[src/verilog/routing_lock_pkg.sv]
// constants shared by the pin routing lock logic
package routing_lock_pkg;
  localparam logic [7:0] KEY_FIRST = 8'h55;
  localparam logic [7:0] KEY_SECOND = 8'hAA;
  localparam logic [2:0] LOCK_BIT_POS = 3'h0;
  localparam logic LOCK_RST = 1'b0;
  localparam logic [7:0] SEL_RST = 8'h00;
  localparam int NUM_SEL_DEF = 8;
  localparam int SEL_W_DEF = 6;
endpackage

[src/verilog/sel_bank_if.sv]
// carrier between the lock logic and the routing selection bank
`timescale 1ns/10ps
interface sel_bank_if #(
  parameter int NUM_SEL = routing_lock_pkg::NUM_SEL_DEF,
  parameter int SEL_W = routing_lock_pkg::SEL_W_DEF,
  parameter int AW = (NUM_SEL > 1) ? $clog2(NUM_SEL) : 1
);
  logic wr_en;
  logic [AW-1:0] addr;
  logic [SEL_W-1:0] wdata;
  logic [NUM_SEL*SEL_W-1:0] sel_flat;

  modport ctrl (
    output wr_en,
    output addr,
    output wdata,
    input sel_flat
  );
  modport bank (
    input wr_en,
    input addr,
    input wdata,
    output sel_flat
  );
endinterface
[src/verilog/pin_routing_lock.sv]
// pin routing lock: key sequence, lock bit, one-way lock and reset handling
`timescale 1ns/10ps

// Operation
// - while locked, writes to every routing selection are ignored
// - lock bit changes only on the access right after writes 55h then AAh
// - only a single-bit set or clear alters the lock bit, never whole writes
// - clearing the lock re-enables selection writes, setting it disables them
// - with the one-way fuse, lock may be cleared once and set once per reset
// - in one-way mode, once set the lock stays set until device reset or power-on reset
// - sleep entry and exit leave all selections unchanged
// - power-on reset returns every selection to its default
// - any other reset keeps the current selections
// - a device reset clears the one-way history
module pin_routing_lock #(
  parameter int NUM_SEL = routing_lock_pkg::NUM_SEL_DEF,
  parameter int SEL_W = routing_lock_pkg::SEL_W_DEF,
  parameter int AW = (NUM_SEL > 1) ? $clog2(NUM_SEL) : 1
) (
  input wire logic clk_sys_i,
  input wire logic rst_i,
  input wire logic ce_i,
  input wire logic dev_rst_i,
  input wire logic sleep_i,
  input wire logic one_way_lock_fuse_i,
  input wire logic lock_wr_i,
  input wire logic [7:0] lock_wdata_i,
  input wire logic single_bit_set_op_i,
  input wire logic single_bit_clear_op_i,
  input wire logic [2:0] lock_bit_i,
  input wire logic lock_rd_i,
  input wire logic sel_wr_i,
  input wire logic [AW-1:0] sel_addr_i,
  input wire logic [SEL_W-1:0] sel_wdata_i,
  output logic [NUM_SEL*SEL_W-1:0] sel_o,
  output logic routing_locked_bit_o,
  output logic one_way_spent_o
);

  typedef enum logic [1:0] {
    ST_IDLE,
    ST_GOT_FIRST,
    ST_ARMED
  } key_state_e;

  function automatic logic is_lock_bit(input logic [2:0] pos);
    return pos == routing_lock_pkg::LOCK_BIT_POS;
  endfunction

  ////////////////////////////////////////////////////////////////////////////
  // fuse synchroniser: the fuse level is not tied to this clock

  logic fuse_meta_q;
  logic fuse_q;

  always_ff @(posedge clk_sys_i) begin
    if (rst_i) begin
      fuse_meta_q <= 1'b0;
      fuse_q <= 1'b0;
    end else if (ce_i) begin
      fuse_meta_q <= one_way_lock_fuse_i;
      fuse_q <= fuse_meta_q;
    end
  end

  ////////////////////////////////////////////////////////////////////////////
  // key sequence

  key_state_e st_q;
  key_state_e st_d;
  logic any_acc;

  assign any_acc = lock_wr_i | single_bit_set_op_i | single_bit_clear_op_i | lock_rd_i;

  always_comb begin
    st_d = st_q;
    case (st_q)
      ST_IDLE: begin
        if (lock_wr_i && lock_wdata_i == routing_lock_pkg::KEY_FIRST) begin
          st_d = ST_GOT_FIRST;
        end
      end
      ST_GOT_FIRST: begin
        if (lock_wr_i && lock_wdata_i == routing_lock_pkg::KEY_SECOND) begin
          st_d = ST_ARMED;
        end else if (any_acc) begin
          st_d = ST_IDLE;
        end
      end
      ST_ARMED: begin
        // armed for exactly one access, whatever it is
        if (any_acc) begin
          st_d = ST_IDLE;
        end
      end
      default: begin
        st_d = ST_IDLE;
      end
    endcase
  end

  always_ff @(posedge clk_sys_i) begin
    if (rst_i || dev_rst_i) begin
      st_q <= ST_IDLE;
    end else if (ce_i) begin
      st_q <= st_d;
    end
  end

  ////////////////////////////////////////////////////////////////////////////
  // lock bit and one-way history

  logic locked_q;
  logic set_once_q;
  logic cleared_once_q;
  logic set_req;
  logic clr_req;
  logic set_ok;
  logic clr_ok;

  // a whole-register write never reaches these requests; both at once is refused
  assign set_req = st_q == ST_ARMED && single_bit_set_op_i && !single_bit_clear_op_i
    && !lock_wr_i && is_lock_bit(lock_bit_i);
  assign clr_req = st_q == ST_ARMED && single_bit_clear_op_i && !single_bit_set_op_i
    && !lock_wr_i && is_lock_bit(lock_bit_i);
  assign set_ok = set_req && !(fuse_q && set_once_q);
  assign clr_ok = clr_req && !(fuse_q && (set_once_q || cleared_once_q));

  always_ff @(posedge clk_sys_i) begin
    if (rst_i || dev_rst_i) begin
      locked_q <= routing_lock_pkg::LOCK_RST;
    end else if (ce_i) begin
      if (set_ok) begin
        locked_q <= 1'b1;
      end else if (clr_ok) begin
        locked_q <= 1'b0;
      end
    end
  end

  always_ff @(posedge clk_sys_i) begin
    if (rst_i || dev_rst_i) begin
      set_once_q <= 1'b0;
      cleared_once_q <= 1'b0;
    end else if (ce_i) begin
      if (set_ok) begin
        set_once_q <= 1'b1;
      end
      if (clr_ok) begin
        cleared_once_q <= 1'b1;
      end
    end
  end

  assign routing_locked_bit_o = locked_q;
  assign one_way_spent_o = set_once_q;

  ////////////////////////////////////////////////////////////////////////////
  // selection bank; sleep_i is deliberately not wired into it

  sel_bank_if #(.NUM_SEL(NUM_SEL), .SEL_W(SEL_W), .AW(AW)) sel_bus ();

  assign sel_bus.wr_en = sel_wr_i && !locked_q;
  assign sel_bus.addr = sel_addr_i;
  assign sel_bus.wdata = sel_wdata_i;
  assign sel_o = sel_bus.sel_flat;

  routing_sel_bank #(.NUM_SEL(NUM_SEL), .SEL_W(SEL_W)) u_bank (
    .clk_sys_i(clk_sys_i),
    .por_i(rst_i),
    .ce_i(ce_i),
    .bus(sel_bus)
  );
endmodule

[src/verilog/routing_sel_bank.sv]
// storage for the peripheral pin routing selections
`timescale 1ns/10ps
module routing_sel_bank #(
  parameter int NUM_SEL = routing_lock_pkg::NUM_SEL_DEF,
  parameter int SEL_W = routing_lock_pkg::SEL_W_DEF
) (
  input wire logic clk_sys_i,
  input wire logic por_i,
  input wire logic ce_i,
  sel_bank_if.bank bus
);
  logic [SEL_W-1:0] sel_q [NUM_SEL];

  // only power-on reset touches the selections; other resets and sleep leave them
  always_ff @(posedge clk_sys_i) begin
    if (por_i) begin
      for (int i = 0; i < NUM_SEL; i++) begin
        sel_q[i] <= routing_lock_pkg::SEL_RST[SEL_W-1:0];
      end
    end else if (ce_i && bus.wr_en) begin
      sel_q[bus.addr] <= bus.wdata;
    end
  end

  always_comb begin
    for (int i = 0; i < NUM_SEL; i++) begin
      bus.sel_flat[i*SEL_W +: SEL_W] = sel_q[i];
    end
  end
endmodule

[config.mk]
export PLATFORM = sky130hd
export DESIGN_NAME = pin_routing_lock
export DESIGN_NICKNAME = d
export VERILOG_FILES = /design/src/verilog/routing_lock_pkg.sv /design/src/verilog/sel_bank_if.sv /design/src/verilog/pin_routing_lock.sv /design/src/verilog/routing_sel_bank.sv
export SDC_FILE = /design/constraint.sdc
export NUM_CORES = 1
export LEC_CHECK = 0
export BUFFER_PORTS_ARGS = -buffer_cell sky130_fd_sc_hd__buf_4
export CORE_ASPECT_RATIO = 1.25
export CORE_MARGIN = 3
export CORE_UTILIZATION = 30
export DETAILED_ROUTE_END_ITERATION = 12
export GPL_TIMING_DRIVEN = 0
export HOLD_SLACK_MARGIN = 0.1
export SYNTH_ARGS = -nofsm -noshare
export SYNTH_HDL_FRONTEND = slang
export SYNTH_HIERARCHICAL = 1
export SYNTH_SLANG_ARGS = --single-unit
[constraint.sdc]
create_clock -name clk_sys_i -period 2.2 [get_ports clk_sys_i]
set_input_delay 0.22 -clock clk_sys_i [delete_from_list [all_inputs] [get_ports clk_sys_i]]
set_output_delay 0.22 -clock clk_sys_i [all_outputs]
set_load 0.005 [all_outputs]
[Yosys cells after proc, flatten, opt, wreduce, memory -nomap -nowiden]
Memory sizes are Yosys's and may differ from the RTL's.
Index checks and enable logic that the tools add are counted.
Word-level totals
  bits in registers: 7
  RAM bits: 48
  input bits: 31
  output and inout bits: 50
  logic and storage cells: 61
  memories kept: 1
Memories
  u_bank.sel_q: words 8, bits a word 6, read ports 8, clocked after Yosys merged registers in 0, write ports 8, RTL line routing_sel_bank.sv:12  | logic [SEL_W-1:0] sel_q [NUM_SEL];
Operators by class
  equal/unequal tests: 5
  muxes and demuxes: 14
  bitwise operators: 3
  reduce and logical (&&, ||, !) cells: 32
Operators by type and width (number)
  1-bit logical AND: 16
  8-bit by 7-bit == test with 1-bit output (second input constant): 1
  8-bit == test (second input constant): 1
  1-bit 2-to-1 mux: 8
  2-bit AND reduction: 4
  1-bit zero test: 6
  2-bit 2-to-1 mux: 3
  6-bit 2-to-1 mux: 1
  2-bit case mux with 3 select lines: 1
  6-bit OR reduction: 1
  3-bit zero test: 1
  3-bit 2-to-1 mux: 1
  1-bit bitwise OR: 3
  2-bit by 1-bit == test with 1-bit output (second input constant): 1
  2-bit == test (second input constant): 1
  2-bit zero test: 1
  1-bit logical OR: 2
  2-bit != test (second input constant): 1
  2-bit nonzero test: 1

[Depth between registers and ports, before layout]
Gate-level depths: netlist (run 1).
  depth after elaboration: 8
  mapped depth: 5
  depth with buffers taken out: 4

[By module]
The synthesis (run 1) kept the hierarchy.
By module, submodules not included
  routing_sel_bank: instances 1, cells an instance 127, area an instance 1878.1 um2, sequential area each 1441.4 um2
  pin_routing_lock: instances 1, cells an instance 45, area an instance 384.1 um2, sequential area each 140.1 um2

[Worst setup path before layout (run 1)]
No wires, ideal clock.
  path kind: input to register
  start: input port rst_i
  end: memory u_bank/sel_q[1][0] (netlist bit) (enable)
  setup time: 0.360 ns
  data arrival time: 1.362 ns
  data required time: 1.840 ns
  slack: 0.478 ns
  stages: 4
  cell sequence: or4b_1 -> buf_2 -> buf_6 -> o21bai_1
RTL lines
  start, declared: RTL line pin_routing_lock.sv:21  | input wire logic rst_i,
  end, declared: RTL line routing_sel_bank.sv:12

==> impl_metrics.py, run 1 <==
metrics = {
    "timing": {
        "slew_violations": 0,
        "skew_ps": 6.38,
        "tightest_slew_ps": 573,
        "max_freq_mhz": 510,
        "rsz0062_at_grt": "no",
        "finalHoldViolations": 0,
        "finalSetupTns_ps": 0,
        "slew_headroom": 0.617,
        "setup_viol": 0,
        "fin_crit_ps": 1960,
        "min_period_over_period": 0.892,
    },
    "cts": {
        "clock-sinks": 55,
        "cts_hold_buf": 0,
        "cts.htree.levels": 2,
        "post_cts_buffers": 0,
        "cts_inserted_buffers": 5,
        "clock_latency_ps": 300,
        "root_buffer": "clkbuf_8",
        "clk_path_buf_depth": 2,
        "cts_tree": "yes",
        "cts.clk_slew.worst_paths_ps": 90,
        "cts_resized": 0,
    },
    "hold_path": {
        "whs_path_depth": 2,
        "holdPathEnd": "fuse_meta_q",
        "hp-class": "input port to flip-flop",
        "hold_start": "rst_i",
    },
    "critical_path": {
        "reg2reg_depth": 5,
        "cp.arrival_ps": 1910,
        "cp-start-kind": "flip-flop",
        "rr_startpoint": "routing_locked_bit_o",
        "ff2ff_setup_slack_ps": 240,
        "path_max_fanout": 10,
        "worstSetupPathType": "flip-flop to flip-flop",
        "rr_endpoint": "u_bank/sel_q[4][5]",
        "cp.required_ps": 2150,
        "critPathCaptureType": "flip-flop",
    },
    "floorplan": {
        "die_y_um": 103,
        "num_rows": 34,
        "core_area_sq_um": 7150,
        "io_pins": 81,
        "initial_core_util": 0.317,
        "dieArea_sq_um": 8630,
        "fp.dieW_um": 83.7,
    },
    "place": {
        "gp_congestion": 0.750,
        "dp.cells": 341,
        "portBuffers": 79,
        "dp_hpwl_um": 3880,
        "dpl_cell_area_sq_um": 2970,
    },
    "pwr": {
        "power_leakage_uw": 0.00110,
        "p_switching_uw": 437,
        "p_per_area_nw_per_um2": 707,
        "p_int_uw": 1760,
        "comb_power_share": 0.104,
        "power.share.clock": 0.348,
        "swShare": 0.199,
        "ir_drop_mv": 0.298,
        "power_frac_seq": 0.548,
    },
    "grt": {
        "grt_pass1_wl_um": 8490,
        "track_usage": 0.124,
        "grt_pass1_vias": 1682,
        "antenna_found_initial": 0,
        "grt_max_degree": 17,
        "grt_overflow": 0,
    },
    "finish": {
        "stdcell_count": 349,
        "seq_area_sq_um": 1580,
        "nFillCells": 693,
        "diodes": 0,
        "final_area_sq_um": 3100,
        "multiInputGateArea_sq_um": 587,
        "areaGrowthSynthToFinish_pct": 37.1,
        "finalNetCount": 289,
        "final_layout_size_suffix_gt1_frac": 0.371,
    },
    "synthesis": {
        "synth_cells": 172,
        "synth_nets": 203,
        "synth-seq-cells": 55,
        "seq_area_frac_synth": 0.699,
        "synth.avg_cell_area_sq_um": 13.2,
        "yosysUniqueCellTypes": 33,
        "synth.cell_area_sq_um": 2260,
        "synth_warnings": 6,
    },
    "detailed_routing": {
        "avgViaCountPerCell": 4.77,
        "firstDrtPassIters": 4,
        "ant_nets": 0,
        "routedWlPerCell_um": 14.7,
        "vias": 1663,
        "finalWirelength_um": 5140,
        "drt_iter0_drc": 84,
        "drc_errors": 0,
    },
    "run": {
        "maxCapViolations": 0,
    },
    "run_status": {
        "status": "completed",
    },
}
## worst max-delay path, cell delays in order, from the launching register on
cell and delay [ps]:
dfxtp_1 340, nor2b_1 190, nand2b_1 70, clkbuf_1 230, clkbuf_1 280, o21bai_1 500
## sequential cells by signal, summed over array words and instances (netlist names)
signal	flops
cleared_once_q	1
fuse_meta_q	1
fuse_q	1
one_way_spent_o	1
routing_locked_bit_o	1
st_q	2
u_bank/sel_q	48
## final cells by class
type                            instances  area share
Sequential cell                        55       0.510
Timing Repair Buffer                   79       0.191
Multi-Input combinational cell         96       0.189
Tap cell                               90      0.0363
Clock buffer                            6      0.0234
Clock inverter                          2      0.0194
Buffer                                 12      0.0194
Inverter                                9      0.0109
## per-stage QoR
stage          power (uW)  hold WS, ps  setup slack (ps)   util
2_1_floorplan        1300          292               478      -
3_3_place_gp         1450          432               176  0.415
3_5_place_dp         1460          434               159  0.415
4_1_cts              2210          101               206  0.434
5_1_grt              2280          114              74.2  0.434
6_report             2190          120               238  0.434
## layer usage
metal	GRT usage	routed length, um
met5	0	0
met4	0.0371	56
met3	0.0432	454
met2	0.207	2510
met1	0.154	2120
## power groups by stage
stage / registers, uW / logic [uW] / clock network, uW
after global routing: 1210 / 250 / 827
after floorplan: 1230 / 72.4 / 0
after global placement: 1230 / 228 / 0
final: 1200 / 227 / 763
after CTS: 1200 / 231 / 780
after detailed placement: 1230 / 230 / 0
## logic make-up (layout without fill, tap and decap cells)
logic type,count (synthesis),count (layout),share of synthesized area
flops,55,55,0.699
mux,2,2,0.00885
buf+inv,21,108,0.0415
simple gates,76,76,0.197
compound gates,18,18,0.0536
## synth_stat cells
cell        n  area (sq um)
or4b_1      1          10.0
nor2_1      4          15.0
buf_4       1          7.51
nor3b_1     1          7.51
nand3_1     1          5.00
or4_4       1          11.3
o21ai_2     1          8.76
nor2b_1     2          12.5
mux2i_1     2          20.0
nand2_1     3          11.3
o21ai_0     1          5.00
clkinv_1    6          22.5
nand2b_1    2          12.5
nor3_1     48           240
o21ai_1     1          5.00
clkbuf_1    7          26.3
inv_1       3          11.3
a22oi_1     1          7.51
buf_6       1          11.3
a21oi_1     4          20.0
o21bai_1    8          60.1
and4bb_1    1          12.5
a211oi_1    2          15.0
nand4bb_1   3          33.8
nor3_2      2          20.0
edfxtp_1   48          1440
dfxtp_1     7           140
buf_2       3          15.0
or2_2       1          6.26
nand4_1     1          6.26
nand4b_1    3          26.3
nor4_1      1          6.26
nor4b_1     1          8.76
## layout by cell type, fill, tap and decap left out, types with 4 or more instances in the layout
cell type   n
buf_4      80
clkinv_1    6
dfxtp_1     7
edfxtp_1   48
a21oi_1     4
nor2_1      4
clkbuf_8    5
clkbuf_1    8
nor3_1     48
o21bai_1    8
## worst max-delay path by stage
stage | endpoint | cells after the start | start | slack [ps]
2_1_floorplan | u_bank/sel_q[1][0] | 4 | rst_i | 480
4_1_cts | u_bank/sel_q[4][4] | 5 | routing_locked_bit_o | 210
6_report | u_bank/sel_q[4][5] | 5 | routing_locked_bit_o | 240
5_1_grt | u_bank/sel_q[4][1] | 5 | routing_locked_bit_o | 70
3_5_place_dp | u_bank/sel_q[5][4] | 5 | rst_i | 160
3_3_place_gp | u_bank/sel_q[5][2] | 5 | rst_i | 180
(Power assumes the default switching activity.)
==> inputs of run 2 (changes only) <==
Settings changed: CORE_UTILIZATION 30 to 49, PLACE_DENSITY from default to 0.84.
==> impl_metrics.py, run 2 (same netlist as run 1, synthesis figures left out) <==
metrics = {
    "cts": {
        "cts_tree": "yes",
        "root_buffer": "clkbuf_8",
        "cts_hold_buf": 0,
        "clk_path_buf_depth": 2,
        "post_cts_buffers": 0,
        "clock_latency_ps": 300,
        "cts.htree.levels": 2,
        "cts.clk_slew.worst_paths_ps": 90,
        "cts_resized": 0,
        "clock-sinks": 55,
        "cts_inserted_buffers": 5,
    },
    "critical_path": {
        "critPathCaptureType": "flip-flop",
        "reg2reg_depth": 5,
        "path_max_fanout": 10,
        "cp.required_ps": 2150,
        "rr_startpoint": "routing_locked_bit_o",
        "cp-start-kind": "flip-flop",
        "ff2ff_setup_slack_ps": 260,
        "worstSetupPathType": "flip-flop to flip-flop",
        "crit_start": "routing_locked_bit_o",
        "rr_endpoint": "u_bank/sel_q[4][5]",
        "cp.arrival_ps": 1880,
    },
    "floorplan": {
        "core_area_sq_um": 4430,
        "initial_core_util": 0.511,
        "dieArea_sq_um": 5470,
        "fp.dieW_um": 66.8,
        "die_y_um": 82.0,
        "io_pins": 81,
        "num_rows": 27,
    },
    "grt": {
        "grt_max_degree": 18,
        "grt_overflow": 0,
        "grt_pass1_wl_um": 7650,
        "track_usage": 0.192,
        "antenna_found_initial": 0,
        "grt_pass1_vias": 1559,
    },
    "timing": {
        "slew_violations": 0,
        "finalHoldViolations": 0,
        "setup_viol": 0,
        "max_freq_mhz": 517,
        "slew_headroom": 0.605,
        "rsz0062_at_grt": "no",
        "tightest_slew_ps": 591,
        "min_period_over_period": 0.880,
        "fin_crit_ps": 1940,
        "finalSetupTns_ps": 0,
        "skew_ps": 3.02,
    },
    "detailed_routing": {
        "routed-wl-met2_um": 2510,
        "drc_errors": 0,
        "routedWlPerCell_um": 15.6,
        "firstDrtPassIters": 5,
        "drt_iter0_drc": 151,
        "ant_nets": 0,
        "avgViaCountPerCell": 5.40,
        "maxUsedRoutingLayer": "met4",
        "finalWirelength_um": 4940,
        "wl_met1_um": 1860,
        "vias": 1712,
        "wl_met3_um": 476,
    },
    "pwr": {
        "ir_drop_mv": 0.337,
        "p_per_area_nw_per_um2": 650,
        "power_leakage_uw": 0.00108,
    },
    "finish": {
        "top_register": "u_bank/sel_q",
        "diodes": 0,
        "top_regs": "u_bank/sel_q (48), st_q (2)",
        "finalNetCount": 289,
        "largest_reg_flops": 48,
        "final_area_sq_um": 3020,
        "stdcell_count": 317,
        "final_layout_size_suffix_gt1_frac": 0.371,
        "layout_common_cells": "buf_4 (80), nor3_1 (48), edfxtp_1 (48)",
        "areaGrowthSynthToFinish_pct": 33.4,
        "nFillCells": 313,
        "final_common_cell": "buf_4",
    },
    "run": {
        "maxCapViolations": 0,
    },
    "place": {
        "dp.cells": 309,
        "gp_congestion": 0.804,
        "portBuffers": 79,
        "dp_hpwl_um": 3790,
        "dpl_cell_area_sq_um": 2930,
    },
    "hold_path": {
        "hold_start": "rst_i",
        "holdPathEnd": "fuse_q",
        "hp-class": "input port to flip-flop",
        "whs_path_depth": 2,
    },
    "run_status": {
        "status": "completed",
    },
}
## run 2: layout make-up
type | count | area (sq um) | area share
sequential | 55 | 1580 | 0.524
timing repair buffer | 79 | 593 | 0.197
multi-input combinational | 96 | 587 | 0.195
tap | 58 | 72.6 | 0.0241
clock buffer | 5 | 68.8 | 0.0228
buffer | 12 | 60.1 | 0.0199
inverter | 9 | 33.8 | 0.0112
clock inverter | 3 | 20.0 | 0.00664
## run 2: worst max path at each step
stage | endpoint | slack, ps | depth (start not counted)
4_1_cts | u_bank/sel_q[4][3] | 260 | 5
3_5_place_dp | u_bank/sel_q[7][3] | 180 | 5
6_report | u_bank/sel_q[4][5] | 260 | 5
3_3_place_gp | u_bank/sel_q[1][4] | 230 | 5
2_1_floorplan | u_bank/sel_q[1][0] | 480 | 4
5_1_grt | u_bank/sel_q[4][5] | 70 | 5
## run 2: worst max-delay path, cell delays in order (launching register included)
cell	delay (ps)
dfxtp_1	340
nor2b_1	150
nand2b_1	70
clkbuf_1	210
clkbuf_1	270
o21bai_1	540
## run 2: power by group
| group | internal (uW) | switching, uW |
|---|---|---|
| Clock | 222 | 310 |
| Combinational | 116 | 110 |
| Sequential | 1180 | 17.4 |
| Total | 1520 | 438 |
## run 2: stage by stage
step                utilization  total power, uW  worst slack [ps]  hold WS [ps]
floorplan                     -             1300               478           292
global placement          0.662             1450               229           428
detailed placement        0.662             1460               176           435
CTS                       0.682             1980               260           103
global route              0.682             2060              73.6           112
finish                    0.682             1960               264           106
## run 2: per-layer routing
metal,global-route usage,up-vias
met2,0.322,99
met3,0.0424,9
met5,0,-
met4,0.0874,0
li1,-,820
met1,0.235,784
